File: config.mk
export PLATFORM = sky130hd
export DESIGN_NAME = mbrse_engine
export DESIGN_NICKNAME = d
export VERILOG_FILES = /design/src/mbrse_pkg.sv /design/src/mbrse_engine.sv /design/src/mbrse_crc16.sv
export SDC_FILE = /design/constraint.sdc
export NUM_CORES = 1
export LEC_CHECK = 0
export BUFFER_PORTS_ARGS = -buffer_cell sky130_fd_sc_hd__buf_2
export CORE_AREA = 3 3 161 241
export CTS_BUF_LIST = sky130_fd_sc_hd__clkbuf_4
export DETAILED_ROUTE_END_ITERATION = 10
export DIE_AREA = 0 0 164 244
export GPL_ROUTABILITY_DRIVEN = 0
export GPL_TIMING_DRIVEN = 0
export PLACE_DENSITY_LB_ADDON = 0.15
export SLEW_MARGIN = 20
export SYNTH_ARGS = -nofsm -noshare
export SYNTH_HDL_FRONTEND = slang
export SYNTH_HIERARCHICAL = 1
export SYNTH_SLANG_ARGS = --single-unit
export TNS_END_PERCENT = 100
File: constraint.sdc
create_clock -name I_SYS_CLK -period 3.7 [get_ports I_SYS_CLK]
set_clock_uncertainty 0.1 [all_clocks]
set_input_delay 0.74 -clock I_SYS_CLK [delete_from_list [all_inputs] [get_ports I_SYS_CLK]]
set_output_delay 0.74 -clock I_SYS_CLK [all_outputs]
set_load 0.01 [all_outputs]
File: src/mbrse_pkg.sv
// Purpose: shared constants and types of the serial slave message engine
// Assumes: 40 MHz system clock, byte-wide receive and transmit ports
// Notes: holding-register offsets are 16-bit network register numbers
package mbrse_pkg;

	// timing of the silent interval between frames
	localparam longint CLK_HZ = 40_000_000;
	localparam longint BAUD_DEF = 9600;
	localparam longint CHAR_BITS = 11;
	localparam longint GAP_TENTHS = 35; // 3.5 character times
	// least gap rounds up to whole cycles
	localparam longint GAP_CYC_DEF =
		(GAP_TENTHS * CHAR_BITS * CLK_HZ + 10 * BAUD_DEF - 1) /
		(10 * BAUD_DEF);
	localparam int GAP_W = 20;

	// frame fields
	localparam logic [7:0] FC_READ = 8'h03;
	localparam logic [7:0] FC_WRITE = 8'h06;
	localparam logic [7:0] FC_EXC_FLAG = 8'h80;
	localparam logic [4:0] REQ_LEN = 5'h08;
	localparam logic [4:0] MIN_LEN = 5'h04;
	localparam logic [7:0] STATION_MAX = 8'hF7;
	localparam logic [7:0] STATION_RST = 8'h01;

	// exception codes
	localparam logic [7:0] EXC_NONE = 8'h00;
	localparam logic [7:0] EXC_FN = 8'h01;
	localparam logic [7:0] EXC_ADDR = 8'h02;
	localparam logic [7:0] EXC_VAL = 8'h03;
	localparam logic [7:0] EXC_FAIL = 8'h04;

	// holding register map
	localparam logic [15:0] MAX_QTY = 16'h007D;
	localparam logic [15:0] MAP_LAST = 16'h0057;
	localparam logic [15:0] LOG_BASE = 16'h0100;
	localparam logic [15:0] LOG_LAST = 16'h05B0;
	localparam logic [15:0] UNIT_REG = 16'h0003;
	localparam logic [15:0] SCALED_REG = 16'h0004;
	localparam logic [6:0] UNIT_RST = 7'h01;

	// local register port offsets
	localparam logic [7:0] OFS_STATION = 8'h00;
	localparam logic [7:0] OFS_STATUS = 8'h04;
	localparam logic [7:0] OFS_UNIT = 8'h08;
	localparam logic [7:0] OFS_SCALED = 8'h0C;
	localparam logic [7:0] OFS_OKCNT = 8'h10;
	localparam logic [7:0] OFS_CRCERR = 8'h14;

	localparam logic [15:0] CRC_INIT = 16'hFFFF;
	localparam logic [15:0] CRC_POLY = 16'hA001;

	typedef enum {S_IDLE, S_WRITE, S_WACK, S_LOAD, S_FETCH, S_WORD,
		S_SEND} mbrse_state_t;
	typedef enum {K_READ, K_ECHO, K_EXC} mbrse_kind_t;

endpackage

File: src/mbrse_engine.sv
// Purpose: serial slave engine, read holding and write single register
// Assumes: byte receiver/transmitter on the same clock, half duplex
// Notes: replies are built on the fly; register values are fetched
// one word at a time, the unit and scaled words locally, the rest through the holding register port
//
// Implementation choices: the plain strobed port and the placing of the registers.
`timescale 1ns/1ps
`default_nettype none
// Overview of operation
// - frames delimited by 3.5 character silent gap
// - answer only frames for own station
// - only read (03) and write (06) functions
// - exception reply sets 0x80 on function
// - check bytes low first, then high
// - read reply: address, function, count, words
// - write request: register and value, high first
// - good write echoes request, else exception
// - more than 125 registers is exception
// - bad start or end register gives 02
// - unsupported function gives code 01
// - disallowed data value gives code 03
// - failure during action gives code 04
// - exception frame: address, function, code, check
// - scaled reading served as value minus one
// - unit word allows at most one unit bit
// - log reads start on sample boundary
module mbrse_engine
	import mbrse_pkg::*;
#(
	parameter int unsigned GAP_CYCLES = int'(GAP_CYC_DEF)
)(
	input wire logic I_SYS_CLK,
	input wire logic I_RST,
	input wire logic [7:0] I_RX_DATA,
	input wire logic I_RX_VALID,
	output logic [7:0] O_TX_DATA,
	output logic O_TX_VALID,
	input wire logic I_TX_READY,
	output logic [15:0] O_REG_ADDR,
	output logic O_REG_RD,
	output logic O_REG_WR,
	output logic [15:0] O_REG_WDATA,
	input wire logic [15:0] I_REG_RDATA,
	input wire logic I_REG_ERR,
	input wire logic [7:0] I_BUS_ADDR,
	input wire logic [31:0] I_BUS_WDATA,
	input wire logic I_BUS_WR,
	input wire logic I_BUS_RD,
	output logic [31:0] O_BUS_RDATA,
	output logic O_BUSY
);
	localparam logic [GAP_W-1:0] GAP_LAST = GAP_W'(GAP_CYCLES - 1);

	// at most one bit of a field set
	function automatic logic onehot0(input logic [6:0] v);
		return (v & (v - 7'h01)) == 7'h00;
	endfunction
	// register belongs to the plain map
	function automatic logic in_main(input logic [16:0] a);
		return a <= {1'b0, MAP_LAST};
	endfunction
	// register belongs to the log area
	function automatic logic in_log(input logic [16:0] a);
		return a >= {1'b0, LOG_BASE} && a <= {1'b0, LOG_LAST};
	endfunction

	mbrse_state_t state_q; // engine state
	mbrse_kind_t kind_q; // kind of reply under way
	logic [7:0] rx_buf_q [0:7]; // first eight request bytes
	logic [4:0] rx_cnt_q; // bytes in frame, saturating
	logic [GAP_W-1:0] idle_q; // cycles of line silence
	logic [7:0] station_q; // own station address
	logic [6:0] unit_q; // moisture unit selection
	logic [15:0] scaled_q; // reading in hundredths
	logic [7:0] fc_q; // latched function code
	logic [7:0] exc_q; // latched exception code
	logic [15:0] ra_q; // latched register number
	logic [15:0] rv_q; // latched count or value
	logic [15:0] ptr_q; // next register to fetch
	logic [15:0] word_q; // fetched register word
	logic [8:0] idx_q; // reply byte index
	logic [7:0] tx_q; // byte on the transmit port
	logic [15:0] okcnt_q; // frames answered
	logic [15:0] crcerr_q; // frames dropped on check
	logic [31:0] rdata_q; // local port read data
	logic [15:0] rx_crc, tx_crc; // check remainders

	// receive side decode
	wire rx_take = I_RX_VALID && state_q == S_IDLE;
	wire gap_hit = idle_q >= GAP_LAST;
	wire frame_end = state_q == S_IDLE && rx_cnt_q != 5'h00
		&& gap_hit && !I_RX_VALID;
	wire crc_ok = rx_crc == 16'h0000;
	wire addr_ok = rx_buf_q[0] == station_q;
	wire len_ok = rx_cnt_q >= MIN_LEN;
	wire accept = crc_ok && addr_ok && len_ok;
	wire [7:0] fc = rx_buf_q[1];
	wire [15:0] ra = {rx_buf_q[2], rx_buf_q[3]};
	wire [15:0] rv = {rx_buf_q[4], rx_buf_q[5]};
	wire is_rd = fc == FC_READ;
	wire is_wr = fc == FC_WRITE;
	wire [16:0] rd_end = {1'b0, ra} + {1'b0, rv} - 17'h0_0001;
	wire log_start = in_log({1'b0, ra}) && ra[2:0] == 3'h0;
	wire rd_addr_ok = (in_main({1'b0, ra}) && in_main(rd_end))
		|| (log_start && in_log(rd_end));
	wire qty_bad = rv == 16'h0000 || rv > MAX_QTY;
	wire wr_addr_ok = in_main({1'b0, ra}) && ra != SCALED_REG;
	wire wr_val_ok = ra != UNIT_REG || (onehot0(rv[6:0])
		&& rv[15:7] == 9'h000);

	// exception choice, in order of precedence
	logic [7:0] exc_d;
	always_comb begin
		if (!is_rd && !is_wr) begin
			exc_d = EXC_FN;
		end else if (rx_cnt_q != REQ_LEN) begin
			exc_d = EXC_VAL;
		end else if (is_rd && qty_bad) begin
			exc_d = EXC_VAL;
		end else if (is_rd && !rd_addr_ok) begin
			exc_d = EXC_ADDR;
		end else if (is_wr && !wr_addr_ok) begin
			exc_d = EXC_ADDR;
		end else if (is_wr && !wr_val_ok) begin
			exc_d = EXC_VAL;
		end else begin
			exc_d = EXC_NONE;
		end
	end

	// reply layout
	wire [8:0] body = (kind_q == K_READ) ? 9'h003 + {rv_q[7:0], 1'b0}
		: (kind_q == K_ECHO) ? 9'h006 : 9'h003;
	wire need_word = kind_q == K_READ && idx_q >= 9'h003
		&& idx_q < body && idx_q[0];
	wire tx_done = state_q == S_SEND && I_TX_READY;
	wire local_unit = ptr_q == UNIT_REG;
	wire local_scaled = ptr_q == SCALED_REG;
	wire [15:0] word_in = local_unit ? {9'h000, unit_q}
		: local_scaled ? scaled_q - 16'h0001
		: I_REG_RDATA;

	// next reply byte for the current index
	logic [7:0] byte_sel;
	always_comb begin
		if (idx_q == body) begin
			byte_sel = tx_crc[7:0];
		end else if (idx_q == body + 9'h001) begin
			byte_sel = tx_crc[15:8];
		end else if (idx_q == 9'h000) begin
			byte_sel = station_q;
		end else if (idx_q == 9'h001) begin
			byte_sel = (kind_q == K_EXC) ? (fc_q | FC_EXC_FLAG)
				: fc_q;
		end else if (kind_q == K_EXC) begin
			byte_sel = exc_q;
		end else if (kind_q == K_ECHO) begin
			byte_sel = rx_buf_q[idx_q[2:0]];
		end else if (idx_q == 9'h002) begin
			byte_sel = {rv_q[6:0], 1'b0};
		end else begin
			byte_sel = word_q[7:0];
		end
	end

	// receive checks, reply checks on the way out
	mbrse_crc16 u_rx_crc (
		.i_clk(I_SYS_CLK),
		.i_rst(I_RST),
		.i_init(frame_end),
		.i_en(rx_take),
		.i_data(I_RX_DATA),
		.o_crc(rx_crc)
	);
	mbrse_crc16 u_tx_crc (
		.i_clk(I_SYS_CLK),
		.i_rst(I_RST),
		.i_init(frame_end),
		.i_en(tx_done && idx_q < body),
		.i_data(tx_q),
		.o_crc(tx_crc)
	);

	// silence timer; each byte taken in idle or sent restarts it
	always_ff @(posedge I_SYS_CLK) begin
		if (I_RST || rx_take || tx_done) begin
			idle_q <= '0;
		end else if (!gap_hit) begin
			idle_q <= idle_q + 1'b1;
		end
	end

	// frame collection; bytes during a reply are not taken
	always_ff @(posedge I_SYS_CLK) begin
		if (I_RST || frame_end) begin
			rx_cnt_q <= '0;
		end else if (rx_take) begin
			if (rx_cnt_q < REQ_LEN) begin
				rx_buf_q[rx_cnt_q[2:0]] <= I_RX_DATA;
			end
			if (rx_cnt_q != 5'h1F) begin
				rx_cnt_q <= rx_cnt_q + 1'b1;
			end
		end
	end

	// message sequencer
	always_ff @(posedge I_SYS_CLK) begin
		if (I_RST) begin
			state_q <= S_IDLE;
			kind_q <= K_EXC;
			fc_q <= '0;
			exc_q <= '0;
			ra_q <= '0;
			rv_q <= '0;
			ptr_q <= '0;
			word_q <= '0;
			idx_q <= '0;
			tx_q <= '0;
		end else begin
			unique case (state_q)
			S_IDLE: begin
				// gap already seen, so the reply may start at once
				if (frame_end && accept) begin
					fc_q <= fc;
					exc_q <= exc_d;
					ra_q <= ra;
					rv_q <= rv;
					ptr_q <= ra;
					idx_q <= '0;
					if (exc_d != EXC_NONE) begin
						kind_q <= K_EXC;
						state_q <= S_LOAD;
					end else if (is_wr) begin
						kind_q <= K_ECHO;
						state_q <= S_WRITE;
					end else begin
						kind_q <= K_READ;
						state_q <= S_LOAD;
					end
				end
			end
			S_WRITE: begin
				state_q <= S_WACK;
			end
			S_WACK: begin
				// target reports failure one cycle after the strobe
				if (I_REG_ERR) begin
					kind_q <= K_EXC;
					exc_q <= EXC_FAIL;
				end
				state_q <= S_LOAD;
			end
			S_LOAD: begin
				if (idx_q == body + 9'h002) begin
					state_q <= S_IDLE;
				end else if (need_word) begin
					state_q <= S_FETCH;
				end else begin
					tx_q <= byte_sel;
					state_q <= S_SEND;
				end
			end
			S_FETCH: begin
				state_q <= S_WORD;
			end
			S_WORD: begin
				word_q <= word_in;
				tx_q <= word_in[15:8];
				ptr_q <= ptr_q + 16'h0001;
				state_q <= S_SEND;
			end
			S_SEND: begin
				if (I_TX_READY) begin
					idx_q <= idx_q + 9'h001;
					state_q <= S_LOAD;
				end
			end
			endcase
		end
	end

	// local settings and counters
	always_ff @(posedge I_SYS_CLK) begin
		if (I_RST) begin
			station_q <= STATION_RST;
			unit_q <= UNIT_RST;
			scaled_q <= '0;
			okcnt_q <= '0;
			crcerr_q <= '0;
		end else begin
			// addresses outside 1..247 are not taken
			if (I_BUS_WR && I_BUS_ADDR == OFS_STATION
				&& I_BUS_WDATA[7:0] != 8'h00
				&& I_BUS_WDATA[7:0] <= STATION_MAX) begin
				station_q <= I_BUS_WDATA[7:0];
			end
			if (I_BUS_WR && I_BUS_ADDR == OFS_SCALED) begin
				scaled_q <= I_BUS_WDATA[15:0];
			end
			if (state_q == S_WACK && !I_REG_ERR && ra_q == UNIT_REG) begin
				unit_q <= rv_q[6:0];
			end
			if (frame_end && accept) begin
				okcnt_q <= okcnt_q + 16'h0001;
			end
			if (frame_end && !crc_ok) begin
				crcerr_q <= crcerr_q + 16'h0001;
			end
		end
	end

	// local read decode, data valid the cycle after the strobe
	logic [31:0] rd_mux;
	always_comb begin
		unique case (I_BUS_ADDR)
		OFS_STATION: rd_mux = {24'h00_0000, station_q};
		OFS_STATUS: rd_mux = {31'h0000_0000, O_BUSY};
		OFS_UNIT: rd_mux = {25'h000_0000, unit_q};
		OFS_SCALED: rd_mux = {16'h0000, scaled_q};
		OFS_OKCNT: rd_mux = {16'h0000, okcnt_q};
		OFS_CRCERR: rd_mux = {16'h0000, crcerr_q};
		default: rd_mux = 32'h0000_0000;
		endcase
	end
	always_ff @(posedge I_SYS_CLK) begin
		if (I_RST) begin
			rdata_q <= '0;
		end else begin
			rdata_q <= I_BUS_RD ? rd_mux : 32'h0000_0000;
		end
	end

	assign O_BUS_RDATA = rdata_q;
	assign O_BUSY = state_q != S_IDLE;
	assign O_TX_DATA = tx_q;
	assign O_TX_VALID = state_q == S_SEND;
	assign O_REG_ADDR = (state_q == S_WRITE) ? ra_q : ptr_q;
	assign O_REG_RD = state_q == S_FETCH && !local_unit && !local_scaled;
	assign O_REG_WR = state_q == S_WRITE;
	assign O_REG_WDATA = rv_q;
endmodule
`default_nettype wire

File: src/mbrse_crc16.sv
// Purpose: byte-serial check-sum generator, reflected form
// Assumes: one data byte per enable cycle
// Notes: feeding the two check bytes of a good frame leaves zero
`timescale 1ns/1ps
`default_nettype none
module mbrse_crc16
	import mbrse_pkg::*;
(
	input wire logic i_clk,
	input wire logic i_rst,
	input wire logic i_init,
	input wire logic i_en,
	input wire logic [7:0] i_data,
	output logic [15:0] o_crc
);
	logic [15:0] crc_q; // running remainder
	logic [15:0] crc_d; // remainder after this byte

	// eight shift steps, lsb first
	always_comb begin
		crc_d = crc_q ^ {8'h00, i_data};
		for (int i = 0; i < 8; i++) begin
			crc_d = crc_d[0] ? ((crc_d >> 1) ^ CRC_POLY) : (crc_d >> 1);
		end
	end

	// init wins over a byte so a new frame starts clean
	always_ff @(posedge i_clk) begin
		if (i_rst || i_init) begin
			crc_q <= CRC_INIT;
		end else if (i_en) begin
			crc_q <= crc_d;
		end
	end

	assign o_crc = crc_q;
endmodule
`default_nettype wire

# Word level (Yosys, flattened, before mapping)
# Memories as Yosys holds them, arrays and structs flattened. A register that Yosys moved wholly into a read port is not among the register bits.
# Cells that the tools add are included.
# W data, S select, Z words.
word_totals:
  elab_cells: 244
  inputBits: 71
  register_bits: 305
  ram_bits: 64
  mem_count: 1
op_classes:
  bitwise: 20
  magnitude_cmp: 13
  n_addsub: 13
  reduce_logical: 75
  eq_ne: 37
  mux: 65
mem_list:
  columns: ["memory", "words", "word_bits", "rd", "rd_ports_with_merged_regs", "write_ports", "line", "source"]
  rows:
  - ["rx_buf_q", 8, 8, 7, 1, 1, "mbrse_engine.sv:69", "logic [7:0] rx_buf_q [0:7];"]
ops:
  columns: ["cell", "n"]
  rows:
  - ["$mux W16", 20]
  - ["$pmux W32 S7", 1]
  - ["$eq A32 B3 Y1 const B", 5]
  - ["$eq A32 B2 Y1 const B", 4]
  - ["$mux W32", 4]
  - ["$logic_not A32 Y1", 3]
  - ["$mux W8", 12]
  - ["$pmux W16 S6", 1]
  - ["$eq A32 B4 Y1 const B", 2]
  - ["$pmux W32 S2", 1]
  - ["$add A16 B1 Y16 const B", 3]
  - ["$not A2 Y3", 16]
  - ["$logic_and A1 B1 Y1", 33]
  - ["$eq A16 B2 Y1 const B", 2]
  - ["$eq A32 B1 Y1 const B", 1]
  - ["$logic_not A16 Y1", 2]
  - ["$pmux W16 S2", 1]
  - ["$pmux W8 S2", 2]
  - ["$reduce_bool A32 Y1", 1]
  - ["$xor A16 B8 Y16", 2]
  - ["$eq A9 B9 Y1", 3]
  - ["$mux W9", 3]
  - ["$add A20 B1 Y20 const B", 1]
  - ["$ge A20 B18 Y1 const B", 1]
  - ["other kinds (51)", 99]

# Logic depth before layout (Yosys ltp)
# An unclocked memory read counts as a cell.
logic_depth:
  ltp_word: 18
  mapped_depth: 16
  mapped_depth_nobuf: 15

# Cells and area by module
# The synthesis kept the hierarchy.
modules_own_cells:
  columns: ["module", "cells_per_inst", "instances", "area_each_um2"]
  rows:
  - ["mbrse_engine", 1713, 1, 14820.5]
  - ["mbrse_crc16", 87, 2, 843.3]

# Least setup slack after synthesis
# Ideal clock, no wire load.
synth_path:
  path_type: "reg2reg"
  start: "memory rx_buf_q[5][4]"
  end: "register exc_q[1]"
  required_ns: 3.485
  path_slack_ns: 0.265
  n_path_buf: 1
  path_stages_with_launch: 14
  arrival_time_ns: 3.220
  period_less_slack_ns: 3.435
  path_cell_list: "edfxtp_1 > clkbuf_1 > inv_1 > ha_1 > inv_1 > ha_1 > and2_1 > a41oi_1 > a2111oi_0 > nor3b_1 > or4b_1 > a211o_1 > and4_1 > o21ba_2"
synth_lines:
  columns: ["item", "line", "source"]
  rows:
  - ["from (decl)", "mbrse_engine.sv:69", null]
  - ["to (signal assigned)", "mbrse_engine.sv:213", "exc_q <= '0;"]
  - ["to (signal assigned)", "mbrse_engine.sv:226", "exc_q <= exc_d;"]
  - ["to (signal assigned)", "mbrse_engine.sv:250", "exc_q <= EXC_FAIL;"]
  - ["to (decl)", "mbrse_engine.sv:76", "logic [7:0] exc_q;"]

==> impl_metrics.prom <==
# TYPE chip_impl_metric gauge
chip_impl_info{name="outcome",value="complete, no violations"} 1
chip_impl_metric{name="drtIter0Drc",unit=""} 1216
chip_impl_metric{name="place_worst_setup_slack",unit="ps"} -371.0
chip_impl_metric{name="timing.final.max_slew_violations",unit=""} 0
chip_impl_metric{name="max_cap_violations",unit=""} 0
chip_impl_metric{name="time_the_worst_path_needs_with_i_o_delays_and_setup",unit="ps"} 3610
chip_impl_metric{name="area_delta_synth_final",unit="%"} 16.58
chip_impl_metric{name="dpl.hpwl",unit="mm"} 40.15
chip_impl_metric{name="clkLatencyLatePin",unit="ps"} 790
chip_impl_metric{name="overflow",unit=""} 0
chip_impl_metric{name="cts.reportedPaths.clkPinSlew",unit="ps"} 70
chip_impl_metric{name="numCtsBuffers",unit=""} 74
chip_impl_metric{name="grt_antenna_before_repair",unit=""} 3
chip_impl_metric{name="syn-instance-count",unit=""} 1887
chip_impl_info{name="rsz0062_at_grt",value="true"} 1
chip_impl_metric{name="largest_register_ff_count",unit=""} 64
chip_impl_metric{name="synth.cell_area",unit="um2"} 16510
chip_impl_metric{name="timing.final.setup_violations",unit=""} 0
chip_impl_metric{name="core_area",unit="um2"} 36910
chip_impl_metric{name="worst-endpoint-arrival",unit="ps"} 4120
chip_impl_metric{name="grt_util_all_layers",unit="%"} 26.02
chip_impl_metric{name="fp_rows",unit=""} 86
chip_impl_metric{name="clk_path_buf_depth",unit=""} 3
chip_impl_metric{name="initial_utilization",unit="%"} 44.73
chip_impl_metric{name="gr-usage-met1",unit="%"} 28.45
chip_impl_metric{name="drive_above_1_share",unit="%"} 20.54
chip_impl_metric{name="number_of_sinks_driven_by_the_clock_tree",unit=""} 292
chip_impl_info{name="hp-class",value="primary input to register"} 1
chip_impl_metric{name="grt_pass1_wl",unit="mm"} 80.87
chip_impl_metric{name="critical_path_required",unit="ps"} 4210
chip_impl_metric{name="synth_enable_flop_cells",unit=""} 64
chip_impl_metric{name="grt_pass1_vias",unit=""} 14641
chip_impl_metric{name="hold_violations",unit=""} 0
chip_impl_metric{name="drt_first_pass_iters",unit=""} 8
chip_impl_metric{name="route.detailed.wl_per_inst",unit="um"} 19.91
chip_impl_metric{name="postLayoutSetupSlackWorst",unit="ps"} 89.63
chip_impl_metric{name="yosysSeqAreaShare",unit="%"} 39.29
chip_impl_metric{name="distinct_cells_synth",unit=""} 95
chip_impl_info{name="tritoncts",value="yes"} 1
chip_impl_metric{name="vias_per_cell",unit=""} 5.683
chip_impl_metric{name="grt_start_max_net_pins",unit=""} 20
chip_impl_metric{name="crit_fanout",unit=""} 6
chip_impl_metric{name="floorplan.io_pins",unit=""} 147
chip_impl_metric{name="drtAntennaViolNets",unit=""} 0
chip_impl_metric{name="floorplan.die.width",unit="um"} 164
chip_impl_metric{name="power.density",unit="nW/um2"} 337.1
chip_impl_metric{name="finish.net_count",unit=""} 2247
chip_impl_metric{name="drt_drc_violations_left",unit=""} 0
chip_impl_metric{name="globalRouteMet3Util",unit="%"} 3.898
chip_impl_metric{name="hold_slack",unit="ps"} 137.3
chip_impl_metric{name="dpl.cell_count",unit=""} 2500
chip_impl_metric{name="avg_inst_size_synth",unit="um2"} 8.748
chip_impl_metric{name="min_period_over_period",unit="%"} 97.58
chip_impl_metric{name="die_y",unit="um"} 244
chip_impl_info{name="busiest_layer_in_global_routing",value="met2"} 1
chip_impl_metric{name="finish.cell_count_without_fillers",unit=""} 2657
chip_impl_metric{name="power.static_leakage",unit="uW"} 0.007222
chip_impl_info{name="synth_flop_cell",value="sky130_fd_sc_hd__dfxtp_1"} 1
chip_impl_info{name="worstSetupStartpointType",value="register"} 1
chip_impl_metric{name="h-tree-depth",unit=""} 3
chip_impl_metric{name="drt-total-wl",unit="mm"} 52.91
chip_impl_metric{name="fmax",unit="MHz"} 277.0
chip_impl_metric{name="holdBufCountCts",unit=""} 0
chip_impl_metric{name="buffer_ports.inserted",unit=""} 113
chip_impl_metric{name="utilization",unit="%"} 52.14
chip_impl_metric{name="postSynthRegisterBits",unit=""} 292
chip_impl_metric{name="yosys_warnings",unit=""} 6
chip_impl_metric{name="tightestPinTransition",unit="ps"} 918.1
chip_impl_info{name="cp-end-kind",value="register"} 1
chip_impl_metric{name="worst_ir_drop_vdd",unit="mV"} 0.2793
chip_impl_metric{name="groute.layer.met2.usage",unit="%"} 46.85
chip_impl_metric{name="die_area",unit="um2"} 40020
chip_impl_info{name="clock-root-buffer",value="sky130_fd_sc_hd__clkbuf_4"} 1
chip_impl_metric{name="dr_total_vias",unit=""} 15100
chip_impl_info{name="path_class",value="register to register"} 1
chip_impl_metric{name="slew_headroom",unit="%"} 38.66
chip_impl_metric{name="asyncSetResetFlopFracSynth",unit="%"} 0
critical path, cell delays in order (launching register included):
cell	delay, ps
sky130_fd_sc_hd__edfxtp_1	570
sky130_fd_sc_hd__inv_1	110
sky130_fd_sc_hd__ha_1	300
sky130_fd_sc_hd__inv_1	70
sky130_fd_sc_hd__ha_2	310
sky130_fd_sc_hd__a41oi_2	290
sky130_fd_sc_hd__a21boi_1	140
sky130_fd_sc_hd__nor3_2	240
sky130_fd_sc_hd__a2111oi_4	90
sky130_fd_sc_hd__or4b_4	520
sky130_fd_sc_hd__a211o_1	300
sky130_fd_sc_hd__and4_4	200
sky130_fd_sc_hd__o21ba_2	190
cell usage after synthesis, drive strengths merged (12+ instances only):
cell    instances  area [um2]
nor3           48       245.2
mux2           23       259.0
clkbuf         70       262.8
and3           17       106.4
nand2         246       923.4
o211ai         12       100.1
xor2           54       510.5
dfxtp         228        4564
mux2i          38       384.1
o21a           14       105.1
nor4           33       219.0
o21ai          74       374.1
and2           13       81.33
ha             56       700.7
mux4           17       382.9
nor2          204       780.8
xnor2          71       651.9
a31oi          19       133.9
nand4          41       256.5
buf            48       322.8
or3            20       135.1
a311oi         12       105.1
nor2b          12       75.07
inv           103       386.6
a21oi         122       610.6
a211oi         32       260.3
nand3          36       195.2
edfxtp         64        1922
final cells by class:
cell class / instances / area (um2)
tap: 484 / 605.6
inverter: 104 / 390.4
sequential: 292 / 6489
clock inverter: 31 / 165.2
buffer: 110 / 570.5
timing repair buffer: 149 / 864.6
clock buffer: 97 / 728.2
fill: 3499 / 17660
multi-input combinational: 1388 / 9425
antenna: 2 / 5.005
kinds of logic (layout without fill, tap and decap cells):
logic type / after synthesis / after routing / share of synthesized area [%]
and+or+nand+nor: 726 / 726 / 21.01
AOI/OAI and AO/OA: 380 / 380 / 15.29
DFF: 292 / 292 / 39.29
buffers and inverters: 222 / 491 / 5.912
xor gates and xnor gates: 131 / 131 / 7.891
muxes: 78 / 78 / 6.215
adders and majority gates: 57 / 57 / 4.366
other: 1 / 18 / 0.02272
report_power, final:
group	internal (uW)	switching, uW
Combinational	222	271
Clock	1310	1350
Sequential	3300	45.8
Total	4820	1660
through the flow:
| step | area [um2] | total power, uW | setup TNS (ps) |
|---|---|---|---|
| 2_1_floorplan | 16560 | 3731 | 0 |
| 3_3_place_gp | 17730 | 3871 | -21190 |
| 3_5_place_dp | 17750 | 3879 | -21950 |
| 4_1_cts | 18910 | 6540 | -203.5 |
| 5_1_grt | 19240 | 6776 | -191.8 |
| 6_report | 19240 | 6488 | 0 |
worst paths after layout:
path | startpoint | endpoint | slack, ps | cells past startpoint
setup / recovery | rx_buf_q[3][6] | exc_q[1] | 90 | 12
hold reg to reg | idle_q[19] | idle_q[19] | 330 | 2
setup reg to reg | rx_buf_q[3][6] | exc_q[1] | 90 | 12
hold / removal | I_BUS_WDATA[12] | scaled_q[12] | 140 | 3
layout by cell type (no fill, tap or decap), drive strengths merged, types with 14 or more instances in the layout:
master	netlist	routed
clkbuf	70	159
o21a	14	14
nand2	246	246
mux2i	38	38
nor4	33	33
or3	20	20
a31oi	19	19
xnor2	71	71
o21ai	74	74
conb	1	16
buf	48	197
nand4	41	41
edfxtp	64	64
dfxtp	228	228
mux4	17	17
clkinv	1	29
ha	56	56
a21oi	122	122
and3	17	17
nor3	48	48
xor2	54	54
nor2	204	204
inv	103	105
mux2	23	23
nand3	36	36
a211oi	32	32
per-layer routing:
| layer | up-vias | share of wire [%] |
|---|---|---|
| li1 | 7206 | - |
| met1 | 7117 | 37 |
| met2 | 616 | 51 |
| met3 | 161 | 5.9 |
| met4 | 0 | 6.3 |
| met5 | - | 0 |
repair_timing:
action	CTS	global route
buffers inserted	18	17
setup endpoints to repair	123	106
resized for setup	44	46
pin swaps	9	19
No activity file was read; power rests on OpenSTA's default activity.
